--- config.mk ---
export PLATFORM = sky130hd
export DESIGN_NAME = timer_wave_ctrl
export DESIGN_NICKNAME = d
export VERILOG_FILES = /design/src/common/timer_wave_pkg.sv /design/src/hdl/timer_count_unit.sv /design/src/hdl/compare_out_unit.sv /design/src/hdl/timer_wave_ctrl.sv
export SDC_FILE = /design/constraint.sdc
export NUM_CORES = 1
export LEC_CHECK = 0
export BUFFER_PORTS_ARGS = -buffer_cell sky130_fd_sc_hd__buf_2
export CORE_MARGIN = 3
export CORE_UTILIZATION = 40
export CTS_CLUSTER_SIZE = 30
export DETAILED_ROUTE_END_ITERATION = 10
export PLACE_DENSITY = 0.71
export SLEW_MARGIN = 20
export SYNTH_ARGS = -nofsm -noshare
export SYNTH_HDL_FRONTEND = slang
export SYNTH_SLANG_ARGS = --single-unit
export TNS_END_PERCENT = 20
--- constraint.sdc ---
create_clock -name aclk -period 3 [get_ports aclk]
set_clock_uncertainty 0.2 [all_clocks]
set_input_delay 0.6 -clock aclk [delete_from_list [all_inputs] [get_ports aclk]]
set_output_delay 0.6 -clock aclk [all_outputs]
set_load 0.05 [all_outputs]
--- src/common/timer_wave_pkg.sv ---
package timer_wave_pkg;
    localparam logic [7:0] CNT_MAX = 8'hff;
    localparam logic [7:0] CNT_BOTTOM = 8'h00;
    localparam logic [7:0] OFS_CTRL_A = 8'h30;
    localparam logic [7:0] OFS_CTRL_B = 8'h34;
    localparam logic [7:0] OFS_CMP_A = 8'h38;
    localparam logic [7:0] OFS_CMP_B = 8'h3c;
    localparam logic [7:0] OFS_COUNT = 8'h40;
    localparam logic [7:0] OFS_STATUS = 8'h44;
    localparam logic [7:0] CTRL_A_RESET = 8'h00;
    localparam logic [7:0] CTRL_A_WMASK = 8'hf3;
    localparam int ACT_A_HI = 7;
    localparam int ACT_A_LO = 6;
    localparam int ACT_B_HI = 5;
    localparam int ACT_B_LO = 4;
    localparam int MODE_MID = 1;
    localparam int MODE_LO = 0;
    localparam int CTRLB_MODE_HI = 3;
    localparam int CTRLB_RUN = 0;
    localparam int ST_OVF = 0;
    localparam int ST_MATCH_A = 1;
    localparam int ST_MATCH_B = 2;
    localparam logic [1:0] RESP_OKAY = 2'h0;
    localparam logic [1:0] RESP_SLVERR = 2'h2;
    localparam logic [1:0] ACT_OFF = 2'h0;
    localparam logic [1:0] ACT_TOGGLE = 2'h1;
    localparam logic [1:0] ACT_CLEAR = 2'h2;
    localparam logic [1:0] ACT_SET = 2'h3;

    typedef enum logic [4:0] {
        WC_NORMAL = 5'h01,
        WC_CTC = 5'h02,
        WC_PC = 5'h04,
        WC_FAST = 5'h08,
        WC_RSV = 5'h10
    } wave_class_t;

    function automatic wave_class_t decode_class(input logic [2:0] mode);
        case (mode)
            3'h0: decode_class = WC_NORMAL;
            3'h1, 3'h5: decode_class = WC_PC;
            3'h2: decode_class = WC_CTC;
            3'h3, 3'h7: decode_class = WC_FAST;
            default: decode_class = WC_RSV;
        endcase
    endfunction : decode_class

    function automatic logic top_from_a(input logic [2:0] mode);
        top_from_a = (mode == 3'h2) || (mode == 3'h5) || (mode == 3'h7);
    endfunction : top_from_a

    function automatic logic ovf_at_max(input logic [2:0] mode);
        ovf_at_max = (mode == 3'h0) || (mode == 3'h2) || (mode == 3'h3);
    endfunction : ovf_at_max
endpackage : timer_wave_pkg

--- src/hdl/timer_count_unit.sv ---
module timer_count_unit (
    input wire logic aclk,
    input wire logic aresetn,
    input wire logic ce,
    input wire logic tick,
    input wire timer_wave_pkg::wave_class_t wclass,
    input wire logic [7:0] top,
    input wire logic load,
    input wire logic [7:0] load_value,
    output logic [7:0] count,
    output logic count_down,
    output logic wrap_tick,
    output logic top_tick
);
    import timer_wave_pkg::*;

    logic [7:0] count_ff;
    logic [7:0] nxt_count;
    logic down_ff;
    logic nxt_down;
    logic at_top;
    logic at_bottom;

    assign at_top = count_ff == top;
    assign at_bottom = count_ff == CNT_BOTTOM;
    assign count = count_ff;
    assign count_down = down_ff;
    assign top_tick = tick && at_top && !down_ff;
    assign wrap_tick = tick && (((wclass == WC_CTC || wclass == WC_FAST)
        && at_top) || ((wclass == WC_NORMAL || wclass == WC_RSV)
        && count_ff == CNT_MAX));

    always_comb begin
        nxt_count = count_ff + 8'h01;
        nxt_down = 1'b0;
        case (wclass)
            WC_PC: begin
                nxt_down = down_ff;
                if (!down_ff && at_top && !at_bottom) begin
                    nxt_down = 1'b1;
                    nxt_count = count_ff - 8'h01;
                end else if (!down_ff && at_top) begin
                    nxt_count = count_ff;
                end else if (down_ff && at_bottom) begin
                    nxt_down = 1'b0;
                end else if (down_ff) begin
                    nxt_count = count_ff - 8'h01;
                end
            end
            WC_CTC, WC_FAST: begin
                if (at_top) begin
                    nxt_count = CNT_BOTTOM;
                end
            end
            default: begin
                // reserved modes run like normal mode
            end
        endcase
    end

    always_ff @(posedge aclk) begin
        if (!aresetn) begin
            count_ff <= CNT_BOTTOM;
            down_ff <= 1'b0;
        end else if (ce && load) begin
            count_ff <= load_value;
        end else if (ce && tick) begin
            count_ff <= nxt_count;
            down_ff <= nxt_down;
        end
    end

    a_pc_turn_down: assert property (@(posedge aclk) disable iff (!aresetn)
        ce && !load && tick && wclass == WC_PC && !down_ff && at_top
        && top != CNT_BOTTOM |=> down_ff && count_ff == $past(top) - 8'h01)
        else $error("phase-correct count did not turn at top");
endmodule : timer_count_unit

--- src/hdl/compare_out_unit.sv ---
module compare_out_unit #(
    parameter bit TOGGLE_OK = 1'b1
) (
    input wire logic aclk,
    input wire logic aresetn,
    input wire logic ce,
    input wire logic tick,
    input wire timer_wave_pkg::wave_class_t wclass,
    input wire logic mode_hi,
    input wire logic [1:0] action,
    input wire logic [7:0] cmp,
    input wire logic [7:0] count,
    input wire logic count_down,
    input wire logic wrap_tick,
    output logic out
);
    import timer_wave_pkg::*;

    logic out_ff;
    logic nxt_out;
    logic match;
    logic bottom_level;
    logic up_level;

    assign match = tick && count == cmp;
    assign out = out_ff;
    assign bottom_level = action == ACT_CLEAR;
    assign up_level = action == ACT_SET;

    always_comb begin
        nxt_out = out_ff;
        case (wclass)
            WC_NORMAL, WC_CTC: begin
                if (match) begin
                    case (action)
                        ACT_TOGGLE: nxt_out = !out_ff;
                        ACT_CLEAR: nxt_out = 1'b0;
                        ACT_SET: nxt_out = 1'b1;
                        default: nxt_out = out_ff;
                    endcase
                end
            end
            WC_FAST, WC_PC: begin
                if (action[1] && wclass == WC_FAST) begin
                    // wrap wins: a match at TOP is dropped
                    if (wrap_tick) begin
                        nxt_out = bottom_level;
                    end else if (match) begin
                        nxt_out = !bottom_level;
                    end
                end else if (action[1]) begin
                    // at TOP direction is still up, so TOP acts as up-match
                    if (match) begin
                        nxt_out = count_down ? !up_level : up_level;
                    end
                end else if (TOGGLE_OK && mode_hi && match &&
                        action == ACT_TOGGLE) begin
                    nxt_out = !out_ff;
                end
            end
            default: begin
                // reserved modes: compare actions suppressed
            end
        endcase
    end

    always_ff @(posedge aclk) begin
        if (!aresetn) begin
            out_ff <= 1'b0;
        end else if (ce) begin
            out_ff <= nxt_out;
        end
    end

    a_fast_bottom: assert property (@(posedge aclk) disable iff (!aresetn)
        ce && wclass == WC_FAST && wrap_tick && action == ACT_CLEAR
        |=> out_ff)
        else $error("fast pwm non-inverting did not set at bottom");

    a_plain_toggle: assert property (@(posedge aclk) disable iff (!aresetn)
        ce && (wclass == WC_NORMAL || wclass == WC_CTC) && match
        && action == ACT_TOGGLE |=> out_ff != $past(out_ff))
        else $error("non-pwm toggle missing");

    a_pc_direction: assert property (@(posedge aclk) disable iff (!aresetn)
        ce && wclass == WC_PC && match && action == ACT_CLEAR
        |=> out_ff == $past(count_down))
        else $error("phase-correct level wrong for direction");

    a_reserved_hold: assert property (@(posedge aclk) disable iff (!aresetn)
        wclass == WC_RSV |=> $stable(out_ff))
        else $error("output moved in reserved mode");

    a_no_toggle: assert property (@(posedge aclk) disable iff (!aresetn)
        (!TOGGLE_OK || !mode_hi) && (wclass == WC_FAST || wclass == WC_PC)
        && action == ACT_TOGGLE |=> $stable(out_ff))
        else $error("toggle where none is allowed");
endmodule : compare_out_unit

--- src/hdl/timer_wave_ctrl.sv ---
module timer_wave_ctrl (
    input wire logic aclk,
    input wire logic aresetn,
    input wire logic ce,
    input wire logic awvalid,
    output logic awready,
    input wire logic [7:0] awaddr,
    input wire logic wvalid,
    output logic wready,
    input wire logic [31:0] wdata,
    input wire logic [3:0] wstrb,
    output logic bvalid,
    input wire logic bready,
    output logic [1:0] bresp,
    input wire logic arvalid,
    output logic arready,
    input wire logic [7:0] araddr,
    output logic rvalid,
    input wire logic rready,
    output logic [31:0] rdata,
    output logic [1:0] rresp,
    input wire logic port_a_data,
    input wire logic port_a_dir,
    input wire logic port_b_data,
    input wire logic port_b_dir,
    output logic pin_a_o,
    output logic pin_a_oe,
    output logic pin_b_o,
    output logic pin_b_oe
);
    import timer_wave_pkg::*;

    logic [7:0] ctrl_a_ff;
    logic mode_hi_ff;
    logic run_ff;
    logic [7:0] cmp_a_reg_ff;
    logic [7:0] cmp_b_reg_ff;
    logic [7:0] cmp_a_ff;
    logic [7:0] cmp_b_ff;
    logic ovf_flag_ff;
    logic match_a_flag_ff;
    logic match_b_flag_ff;
    logic aw_got_ff;
    logic w_got_ff;
    logic [7:0] awaddr_ff;
    logic [7:0] wdata_ff;
    logic wstrb0_ff;
    logic bvalid_ff;
    logic [1:0] bresp_ff;
    logic rvalid_ff;
    logic [31:0] rdata_ff;
    logic [1:0] rresp_ff;
    logic [7:0] last_araddr_ff;
    logic pin_a_o_ff;
    logic pin_a_oe_ff;
    logic pin_b_o_ff;
    logic pin_b_oe_ff;

    logic [2:0] wave_mode;
    wave_class_t wclass;
    logic tick;
    logic [7:0] top;
    logic [7:0] count;
    logic count_down;
    logic wrap_tick;
    logic top_tick;
    logic out_a;
    logic out_b;
    logic route_a;
    logic route_b;
    logic ovf_ev;
    logic wr_en;
    logic [7:0] rd_mux;
    logic rd_mapped;
    logic [1:0] act_a;
    logic [1:0] act_b;

    function automatic logic wr_hit(input logic en, input logic [7:0] a,
            input logic [7:0] ofs);
        wr_hit = en && a == ofs;
    endfunction : wr_hit

    function automatic logic is_mapped(input logic [7:0] a);
        is_mapped = a == OFS_CTRL_A || a == OFS_CTRL_B || a == OFS_CMP_A
            || a == OFS_CMP_B || a == OFS_COUNT || a == OFS_STATUS;
    endfunction : is_mapped

    assign act_a = ctrl_a_ff[ACT_A_HI:ACT_A_LO];
    assign act_b = ctrl_a_ff[ACT_B_HI:ACT_B_LO];
    assign wave_mode = {mode_hi_ff, ctrl_a_ff[MODE_MID:MODE_LO]};
    assign wclass = decode_class(wave_mode);
    assign tick = ce && run_ff;
    assign top = top_from_a(wave_mode) ? cmp_a_ff : CNT_MAX;
    assign route_a = act_a != ACT_OFF
        && !(act_a == ACT_TOGGLE && !mode_hi_ff
        && (wclass == WC_FAST || wclass == WC_PC));
    assign route_b = act_b != ACT_OFF;

    // bus: one write and one read in flight; a read is answered one cycle on, a write two cycles on
    assign awready = ce && !aw_got_ff && !bvalid_ff;
    assign wready = ce && !w_got_ff && !bvalid_ff;
    assign arready = ce && !rvalid_ff;
    assign bvalid = bvalid_ff;
    assign bresp = bresp_ff;
    assign rvalid = rvalid_ff;
    assign rdata = rdata_ff;
    assign rresp = rresp_ff;
    assign wr_en = ce && aw_got_ff && w_got_ff && !bvalid_ff && wstrb0_ff;

    always_ff @(posedge aclk) begin
        if (!aresetn) begin
            aw_got_ff <= 1'b0;
            w_got_ff <= 1'b0;
            awaddr_ff <= 8'h00;
            wdata_ff <= 8'h00;
            wstrb0_ff <= 1'b0;
            bvalid_ff <= 1'b0;
            bresp_ff <= RESP_OKAY;
        end else if (ce) begin
            if (awvalid && awready) begin
                aw_got_ff <= 1'b1;
                awaddr_ff <= awaddr;
            end
            if (wvalid && wready) begin
                w_got_ff <= 1'b1;
                wdata_ff <= wdata[7:0];
                wstrb0_ff <= wstrb[0];
            end
            if (aw_got_ff && w_got_ff && !bvalid_ff) begin
                aw_got_ff <= 1'b0;
                w_got_ff <= 1'b0;
                bvalid_ff <= 1'b1;
                bresp_ff <= is_mapped(awaddr_ff) ? RESP_OKAY : RESP_SLVERR;
            end else if (bvalid_ff && bready) begin
                bvalid_ff <= 1'b0;
            end
        end
    end

    always_comb begin
        rd_mux = 8'h00;
        rd_mapped = 1'b1;
        case (araddr)
            OFS_CTRL_A: rd_mux = ctrl_a_ff & CTRL_A_WMASK;
            OFS_CTRL_B: begin
                rd_mux[CTRLB_MODE_HI] = mode_hi_ff;
                rd_mux[CTRLB_RUN] = run_ff;
            end
            OFS_CMP_A: rd_mux = cmp_a_reg_ff;
            OFS_CMP_B: rd_mux = cmp_b_reg_ff;
            OFS_COUNT: rd_mux = count;
            OFS_STATUS: begin
                rd_mux[ST_OVF] = ovf_flag_ff;
                rd_mux[ST_MATCH_A] = match_a_flag_ff;
                rd_mux[ST_MATCH_B] = match_b_flag_ff;
            end
            default: rd_mapped = 1'b0;
        endcase
    end

    always_ff @(posedge aclk) begin
        if (!aresetn) begin
            rvalid_ff <= 1'b0;
            rdata_ff <= 32'h00000000;
            rresp_ff <= RESP_OKAY;
            last_araddr_ff <= 8'h00;
        end else if (ce) begin
            if (arvalid && arready) begin
                rvalid_ff <= 1'b1;
                rdata_ff <= {24'h000000, rd_mux};
                rresp_ff <= rd_mapped ? RESP_OKAY : RESP_SLVERR;
                last_araddr_ff <= araddr;
            end else if (rvalid_ff && rready) begin
                rvalid_ff <= 1'b0;
            end
        end
    end

    always_ff @(posedge aclk) begin
        if (!aresetn) begin
            ctrl_a_ff <= CTRL_A_RESET;
            mode_hi_ff <= 1'b0;
            run_ff <= 1'b0;
            cmp_a_reg_ff <= CNT_BOTTOM;
            cmp_b_reg_ff <= CNT_BOTTOM;
        end else begin
            if (wr_hit(wr_en, awaddr_ff, OFS_CTRL_A)) begin
                ctrl_a_ff <= wdata_ff & CTRL_A_WMASK;
            end
            if (wr_hit(wr_en, awaddr_ff, OFS_CTRL_B)) begin
                mode_hi_ff <= wdata_ff[CTRLB_MODE_HI];
                run_ff <= wdata_ff[CTRLB_RUN];
            end
            if (wr_hit(wr_en, awaddr_ff, OFS_CMP_A)) begin
                cmp_a_reg_ff <= wdata_ff;
            end
            if (wr_hit(wr_en, awaddr_ff, OFS_CMP_B)) begin
                cmp_b_reg_ff <= wdata_ff;
            end
        end
    end

    // active compare values: double buffered in the pwm modes so a
    // write mid-period cannot cut a pulse short
    always_ff @(posedge aclk) begin
        if (!aresetn) begin
            cmp_a_ff <= CNT_BOTTOM;
            cmp_b_ff <= CNT_BOTTOM;
        end else if (ce) begin
            case (wclass)
                WC_PC: begin
                    if (top_tick) begin
                        cmp_a_ff <= cmp_a_reg_ff;
                        cmp_b_ff <= cmp_b_reg_ff;
                    end
                end
                WC_FAST: begin
                    if (wrap_tick) begin
                        cmp_a_ff <= cmp_a_reg_ff;
                        cmp_b_ff <= cmp_b_reg_ff;
                    end
                end
                default: begin
                    cmp_a_ff <= cmp_a_reg_ff;
                    cmp_b_ff <= cmp_b_reg_ff;
                end
            endcase
        end
    end

    // overflow point depends on mode
    assign ovf_ev = tick && ((ovf_at_max(wave_mode) && count == CNT_MAX)
        || (wclass == WC_PC && count_down && count == CNT_BOTTOM)
        || (wave_mode == 3'h7 && count == top));

    // status flags: write one to clear, a new event in the same cycle wins
    always_ff @(posedge aclk) begin
        if (!aresetn) begin
            ovf_flag_ff <= 1'b0;
            match_a_flag_ff <= 1'b0;
            match_b_flag_ff <= 1'b0;
        end else if (ce) begin
            ovf_flag_ff <= ovf_ev || (ovf_flag_ff && !(wr_hit(wr_en,
                awaddr_ff, OFS_STATUS) && wdata_ff[ST_OVF]));
            match_a_flag_ff <= (tick && count == cmp_a_ff)
                || (match_a_flag_ff && !(wr_hit(wr_en, awaddr_ff,
                OFS_STATUS) && wdata_ff[ST_MATCH_A]));
            match_b_flag_ff <= (tick && count == cmp_b_ff)
                || (match_b_flag_ff && !(wr_hit(wr_en, awaddr_ff,
                OFS_STATUS) && wdata_ff[ST_MATCH_B]));
        end
    end

    timer_count_unit u_count (
        .aclk(aclk),
        .aresetn(aresetn),
        .ce(ce),
        .tick(tick),
        .wclass(wclass),
        .top(top),
        .load(wr_hit(wr_en, awaddr_ff, OFS_COUNT)),
        .load_value(wdata_ff),
        .count(count),
        .count_down(count_down),
        .wrap_tick(wrap_tick),
        .top_tick(top_tick)
    );

    compare_out_unit #(.TOGGLE_OK(1'b1)) u_out_a (
        .aclk(aclk),
        .aresetn(aresetn),
        .ce(ce),
        .tick(tick),
        .wclass(wclass),
        .mode_hi(mode_hi_ff),
        .action(act_a),
        .cmp(cmp_a_ff),
        .count(count),
        .count_down(count_down),
        .wrap_tick(wrap_tick),
        .out(out_a)
    );

    // channel b has no toggle in the pwm modes
    compare_out_unit #(.TOGGLE_OK(1'b0)) u_out_b (
        .aclk(aclk),
        .aresetn(aresetn),
        .ce(ce),
        .tick(tick),
        .wclass(wclass),
        .mode_hi(mode_hi_ff),
        .action(act_b),
        .cmp(cmp_b_ff),
        .count(count),
        .count_down(count_down),
        .wrap_tick(wrap_tick),
        .out(out_b)
    );

    // pin mux; the driver stays off until the direction bit asks for it
    always_ff @(posedge aclk) begin
        if (!aresetn) begin
            pin_a_o_ff <= 1'b0;
            pin_a_oe_ff <= 1'b0;
            pin_b_o_ff <= 1'b0;
            pin_b_oe_ff <= 1'b0;
        end else if (ce) begin
            pin_a_o_ff <= route_a ? out_a : port_a_data;
            pin_b_o_ff <= route_b ? out_b : port_b_data;
            pin_a_oe_ff <= port_a_dir;
            pin_b_oe_ff <= port_b_dir;
        end
    end

    assign pin_a_o = pin_a_o_ff;
    assign pin_a_oe = pin_a_oe_ff;
    assign pin_b_o = pin_b_o_ff;
    assign pin_b_oe = pin_b_oe_ff;

    a_route_a: assert property (@(posedge aclk) disable iff (!aresetn)
        ce && route_a |=> pin_a_o_ff == $past(out_a))
        else $error("channel a compare output not on pin");

    a_route_b: assert property (@(posedge aclk) disable iff (!aresetn)
        ce && !route_b |=> pin_b_o_ff == $past(port_b_data))
        else $error("channel b pin not on port data");

    a_reserved_zero: assert property (@(posedge aclk) disable iff (!aresetn)
        rvalid_ff && last_araddr_ff == OFS_CTRL_A |-> rdata_ff[3:2] == 2'h0)
        else $error("reserved control bits read nonzero");

    a_top_select: assert property (@(posedge aclk) disable iff (!aresetn)
        (wave_mode == 3'h5 || wave_mode == 3'h2) |-> top == cmp_a_ff)
        else $error("top not taken from compare a");

    a_ovf_at_max: assert property (@(posedge aclk) disable iff (!aresetn)
        tick && ovf_at_max(wave_mode) && count == CNT_MAX |=> ovf_flag_ff)
        else $error("overflow flag not set at max");

    a_buf_fast: assert property (@(posedge aclk) disable iff (!aresetn)
        ce && wclass == WC_FAST && !wrap_tick |=> $stable(cmp_a_ff))
        else $error("fast pwm compare changed away from bottom");

    a_mode_class: assert property (@(posedge aclk) disable iff (!aresetn)
        mode_hi_ff && ctrl_a_ff[1:0] == 2'h1 |-> wclass == WC_PC)
        else $error("mode 5 not phase-correct");
endmodule : timer_wave_ctrl

Yosys cells after proc, flatten, opt, wreduce, memory -nomap -nowiden:

Cells that the tools add are included.

* add/sub/neg operators: 2
* eq/ne operators: 47
* multiplexer cells: 56
* bitwise operators: 1
* reduce and logical (&&, ||, !) cells: 117

Operators with widths (number)
* 8-bit two-way mux: 12
* 8-bit by 6-bit equality test with 1-bit output, second input constant: 8
* 1-bit logical AND: 53
* 8-bit case mux with 2 select lines: 3
* 8-bit by 7-bit equality test with 1-bit output, second input constant: 4
* 1-bit two-way mux: 30
* 8-bit equality test: 3
* 5-bit case mux with 4 select lines: 1
* 1-bit logical OR: 18
* 2-bit AND reduction: 9
* 1-bit zero test: 17
* 4-bit case mux with 4 select lines: 1
* 2-bit nonzero test: 8
* 7-bit AND reduction: 2
* 4-bit by 2-bit inequality test with 1-bit output, second input constant: 3
* 2-bit case mux with 5 select lines: 1
* 2-bit OR reduction: 5
* 8-bit by 1-bit adder with 8-bit output, second input constant: 1
* 2-bit equality test, second input constant: 4
* 8-bit equality test, second input constant: 1
* 8-bit zero test: 1
* 8-bit by 1-bit subtractor with 8-bit output, second input constant: 1
* 3-bit by 2-bit equality test with 1-bit output, second input constant: 2
* 3-bit equality test, second input constant: 2
* other kinds (25): 33

* flip-flop bits (word level): 91
* bits of input ports: 64
* output and inout port bits: 45
* word-level logic and storage cells: 251

Longest topological paths before layout:

* depth in word-level cells: 11
* gate-level depth with buffers: 10
* gate-level depth less buffers: 8

Cells and area by module:

Synthesis repeated with hierarchy kept, for this count alone.

* cells, all modules: 691
* area total of the unflattened synthesis: 5879.4 µm²

By module, submodules not included
* timer_wave_ctrl: instances 1, cells an instance 459, area each 4037.6 µm², seq. area each 1561.5 µm²
* timer_count_unit: instances 1, cells an instance 161, area each 1277.5 µm², seq. area each 180.2 µm²
* compare_out_unit (u_out_a): instances 1, cells an instance 39, area each 296.5 µm², seq. area each 20.0 µm²
* compare_out_unit (u_out_b): instances 1, cells an instance 32, area each 267.8 µm², seq. area each 20.0 µm²

Least setup slack after synthesis:

Ideal clock, no wire load.

* path kind: input to register
* from: in ce
* to: reg rdata_ff[1], in the netlist rdata[1]
* library setup time: 0.131 ns
* data arrival time: 2.345 ns
* data required time: 2.669 ns
* path slack: 0.325 ns
* cell stages on the path: 6
* path buffers: 2
* cells stage by stage: clkbuf_1 -> nor2b_1 -> nand2_1 -> clkbuf_1 -> a221oi_1 -> nor3_1

* word-level cells in the longest chain between the ends: 3

RTL lines
* start, declared: line timer_wave_ctrl.sv:4 `input wire logic ce,`
* 1-bit logical AND: line timer_wave_ctrl.sv:102 `assign arready = ce && !rvalid_ff;`
* via arready: line timer_wave_ctrl.sv:16 `output logic arready,`
* 1-bit logical AND: line timer_wave_ctrl.sv:168 `if (arvalid && arready) begin`
* 2-bit AND reduction (no source line)
* end signal, assigned: line timer_wave_ctrl.sv:170 `rdata_ff <= {24'h000000, rd_mux};`
* end, declared: line timer_wave_ctrl.sv:51 `logic [31:0] rdata_ff;`

The timed path passes the listed nets, and every way through them passes these cells.
A chain may end at the register's enable or synchronous reset.

Worst setup path in the final report:

* from: reg u_count.count_ff[5], in the netlist u_count.count[5]
* to: reg u_out_b.out_ff, in the netlist u_out_b.out

* word-level cells in the longest chain between the ends: 7
* elaborated cells between the ends (all ways): 15
* classes of those cells: eq/ne (6); mux (3); reduce/logical (6)

RTL lines
* start, declared: line timer_count_unit.sv:17 `logic [7:0] count_ff;`
* start signal, assigned: line timer_count_unit.sv:66 `count_ff <= load_value;`
* start signal, assigned: line timer_count_unit.sv:68 `count_ff <= nxt_count;`
* 8-bit equality test, on equally long branches: line timer_count_unit.sv:24, timer_count_unit.sv:31
* 1-bit logical AND, on equally long branches: line timer_count_unit.sv:30, timer_count_unit.sv:31
* 1-bit logical OR: line timer_count_unit.sv:30 `&& at_top) || ((wclass == WC_NORMAL || wclass == WC_RSV)`
* 1-bit logical AND: line timer_count_unit.sv:29 `assign wrap_tick = tick && (((wclass == WC_CTC || wclass == WC_FAST)`
* 1-bit two-way mux: line compare_out_unit.sv:46 `if (wrap_tick) begin`
* 1-bit two-way mux: line compare_out_unit.sv:44 `if (action[1] && wclass == WC_FAST) begin`
* 1-bit case mux with 2 select lines: line compare_out_unit.sv:32 `case (wclass)`
* end signal, assigned: line compare_out_unit.sv:71 `out_ff <= nxt_out;`
* end, declared: line compare_out_unit.sv:19 `logic out_ff;`

Parallel ways exist; a longest one is shown, timed or not.

==> results.sh <==
export IMPL_syn_area_per_cell_um2=8.04
export IMPL_areaGrowthSynthToFinish_pct=13.0
export IMPL_synth_cells=622
export IMPL_grt_setup_unrepaired="no"
export IMPL_critPathArrivalTime_ps=2910
export IMPL_required_ps=3070
export IMPL_htreeDepth=3
export IMPL_grt_max_degree=57
export IMPL_setup_worst_path_end_class="flip-flop"
export IMPL_io_pins=109
export IMPL_synth_enable_flop_cells=0
export IMPL_switching_power_uw=703
export IMPL_slew_viol_final=0
export IMPL_die_area_um2=13900
export IMPL_cts_path_max_buffers=2
export IMPL_postCtsSetupBuffers=0
export IMPL_netlist_area_leader_share_pct=35.6
export IMPL_synth_top_family_by_area="simple AND/OR/NAND/NOR gates"
export IMPL_internal_power_uw=1850
export IMPL_yosysWarnings=0
export IMPL_nets=735
export IMPL_synth_fa_ha_area_share_pct=0.751
export IMPL_crit_type="flip-flop to flip-flop"
export IMPL_rows=40
export IMPL_synth_mux_area_fraction_pct=8.34
export IMPL_initial_utilization_pct=41.3
export IMPL_grtUsageTotal_pct=20.1
export IMPL_cp_slowest_cell="dfxtp_1"
export IMPL_drt_antenna_violating_nets=0
export IMPL_grt_pass1_wl_um=22700
export IMPL_clk_latency_ps=340
export IMPL_tightest_slew_ps=655
export IMPL_ys_seq_area_share_pct=35.6
export IMPL_totalWireLength_um=14100
export IMPL_cap_violations=0
export IMPL_yosys_area_top_type="dfxtp_1"
export IMPL_clock_sinks=89
export IMPL_layout_common_cells="dfxtp_1 (89), nand2_1 (83), nor2_1 (71), a21oi_1 (56), buf_2 (55)"
export IMPL_period_share_pct=94.9
export IMPL_post_drt_via_cell_ratio=5.57
export IMPL_synth_compound_area_share_pct=19.0
export IMPL_overflow=0
export IMPL_cts_root_buffer="clkbuf_16"
export IMPL_cts_clk_slew_worst_paths_ps=70
export IMPL_routabilityCongestion=0.979
export IMPL_crit_path_max_fanout=11
export IMPL_num_vias=4687
export IMPL_run_status="finished, final reports clean"
export IMPL_crit_family="simple AND/OR/NAND/NOR gates"
export IMPL_combinationalPowerShare_pct=9.9
export IMPL_hold_class="flip-flop to flip-flop"
export IMPL_drc=0
export IMPL_max_vdd_ir_drop_uv=354
export IMPL_fin_tns_setup_ps=0
export IMPL_yosys_area_share_simple_pct=24.9
export IMPL_crit_path_start_kind="flip-flop"
export IMPL_switching_share_pct=27.6
export IMPL_syn_area_um2=5000
export IMPL_maxClockFrequency_ghz=0.351
export IMPL_ys_types=72
export IMPL_postCtsHoldBufs=0
export IMPL_power_leakage_uw=0.00228
export IMPL_dp_hpwl_um=10200
export IMPL_maxSlewHeadroom_pct=56.2
export IMPL_numPortBuffers=55
export IMPL_synthArstFlopShare_pct=0
export IMPL_cts_tree="yes"
export IMPL_sequentialPowerShare_pct=48.2
export IMPL_grt_pass1_vias=4426
export IMPL_final_common_cell="dfxtp_1"
export IMPL_wire_per_inst_um=16.8
export IMPL_pwr_share_clk_pct=41.9
export IMPL_critPathBufInv=0
export IMPL_firstDrtPassIters=5
export IMPL_max_stage_delay_ps=480
export IMPL_setup_viol=0
export IMPL_fin_crit_ps=2850
export IMPL_n_antenna_cell=0
export IMPL_synth_seq_cells=89
export IMPL_hold_violations=0
export IMPL_cellPowerDensity_nw_per_um2=451
export IMPL_core_area_um2=12100
export IMPL_cp_cell_sequence="nand2b_1, and4_1, nand4_2, o32ai_2, nand4_1, o22ai_1, or4b_1, o22ai_1"
export IMPL_path_common_cell="o22ai_1"
export IMPL_drt_initial_drc_count=307
export IMPL_fp_dieW_um=118
export IMPL_p_total_uw=2550
export IMPL_die_h_um=118
export IMPL_yosys_top_cells_area="dfxtp_1 (36%), mux2i_1 (7.2%), nand2_1 (6.2%)"
export IMPL_synth_xor_area_share_pct=2.63
export IMPL_drive_gt1_share_pct=17.7
export IMPL_numCtsBuffers=9
export IMPL_antenna_found_initial=0
export IMPL_cts_resized=0
export IMPL_ys_flop_type="dfxtp_1"
-- metal layers --
layer	up-vias	routed length [um]	track usage, %
li1	2238	-	-
met1	2222	6080	26.4
met2	194	6730	32.7
met3	33	896	2.93
met4	0	427	9.45
met5	-	0	0
-- kinds of logic after synthesis --
group | Yosys count
buffers and inverters | 79
muxes | 41
xor gates and xnor gates | 15
adders and majority gates | 3
other | 1
DFF | 89
AOI/OAI and AO/OA | 140
and+or+nand+nor | 254
-- power by group through the flow --
stage | combinational (uW) | clock, uW | sequential, uW
after floorplan | 192 | 0 | 1270
after global placement | 248 | 0 | 1250
after detailed placement | 251 | 0 | 1250
after CTS | 252 | 1090 | 1230
after global routing | 271 | 1130 | 1230
final | 253 | 1070 | 1230
-- path summary, 6_finish.rpt --
path                          from           end  slack (ps)  depth (start not counted)
hold reg to reg       awaddr_ff[0]  awaddr_ff[0]         270                          2
setup / recovery  u_count.count[5]   u_out_b.out         150                          8
hold / removal        awaddr_ff[0]  awaddr_ff[0]         270                          2
setup reg to reg  u_count.count[5]   u_out_b.out         150                          8
-- layout make-up --
| class | instances | area [um2] |
|---|---|---|
| clock buffers | 11 | 243 |
| clock inverters | 5 | 38.8 |
| fillers | 1177 | 6460 |
| inverters | 12 | 45.0 |
| multi-input cells | 479 | 2880 |
| flip-flops and latches | 89 | 1780 |
| well taps | 168 | 210 |
| repair buffers | 77 | 453 |
-- synthesized netlist by cell type (3+ instances only) --
cell type and instances:
nor2_1 71, mux2i_1 36, dfxtp_1 89, o211ai_1 4, nand2b_1 10, mux2_2 5, nand3b_1 4, a222oi_1 4
nor3_1 16, a21oi_1 56, and4_1 3, clkbuf_1 25, o22ai_1 4, xor2_1 8, and2_1 6, a221oi_1 3
xnor2_1 7, a31oi_1 6, buf_6 3, ha_1 3, or3_1 4, o31ai_1 3, nand2_1 83, nand4_1 6
a211oi_1 4, o21a_1 3, o21ai_0 18, nand3_1 27, buf_4 28, a22o_1 8, inv_1 12, o21ai_2 4
buf_2 9
-- flip-flops by register name (all words and copies together) (netlist names), 6 cells and up --
name,count
cmp_b_reg_ff,8
cmp_a_reg_ff,8
cmp_a_ff,8
ctrl_a_ff,6
cmp_b_ff,8
u_count.count,8
wdata_ff,8
rdata,8
awaddr_ff,8
-- through the flow --
step                      area, um2  util, %  instances  worst slack, ps  hold slack [ps]
after floorplan                5090        -        647              325              232
after global placement         5370     44.3        825              307              247
after detailed placement       5370     44.3        825              235              256
after CTS                      5650     46.6        841              218              266
after global routing           5650     46.6        841             25.7              279
final                          5650     46.6        841              154              265
-- worst reg2reg max path, cell delays in order, from the launching register on --
cell and delay [ps]:
dfxtp_1 480, nand2b_1 180, and4_1 220, nand4_2 200, o32ai_2 360, nand4_1 250, o22ai_1 290, or4b_1 470
o22ai_1 110
Power figures use the tool's default switching activity.
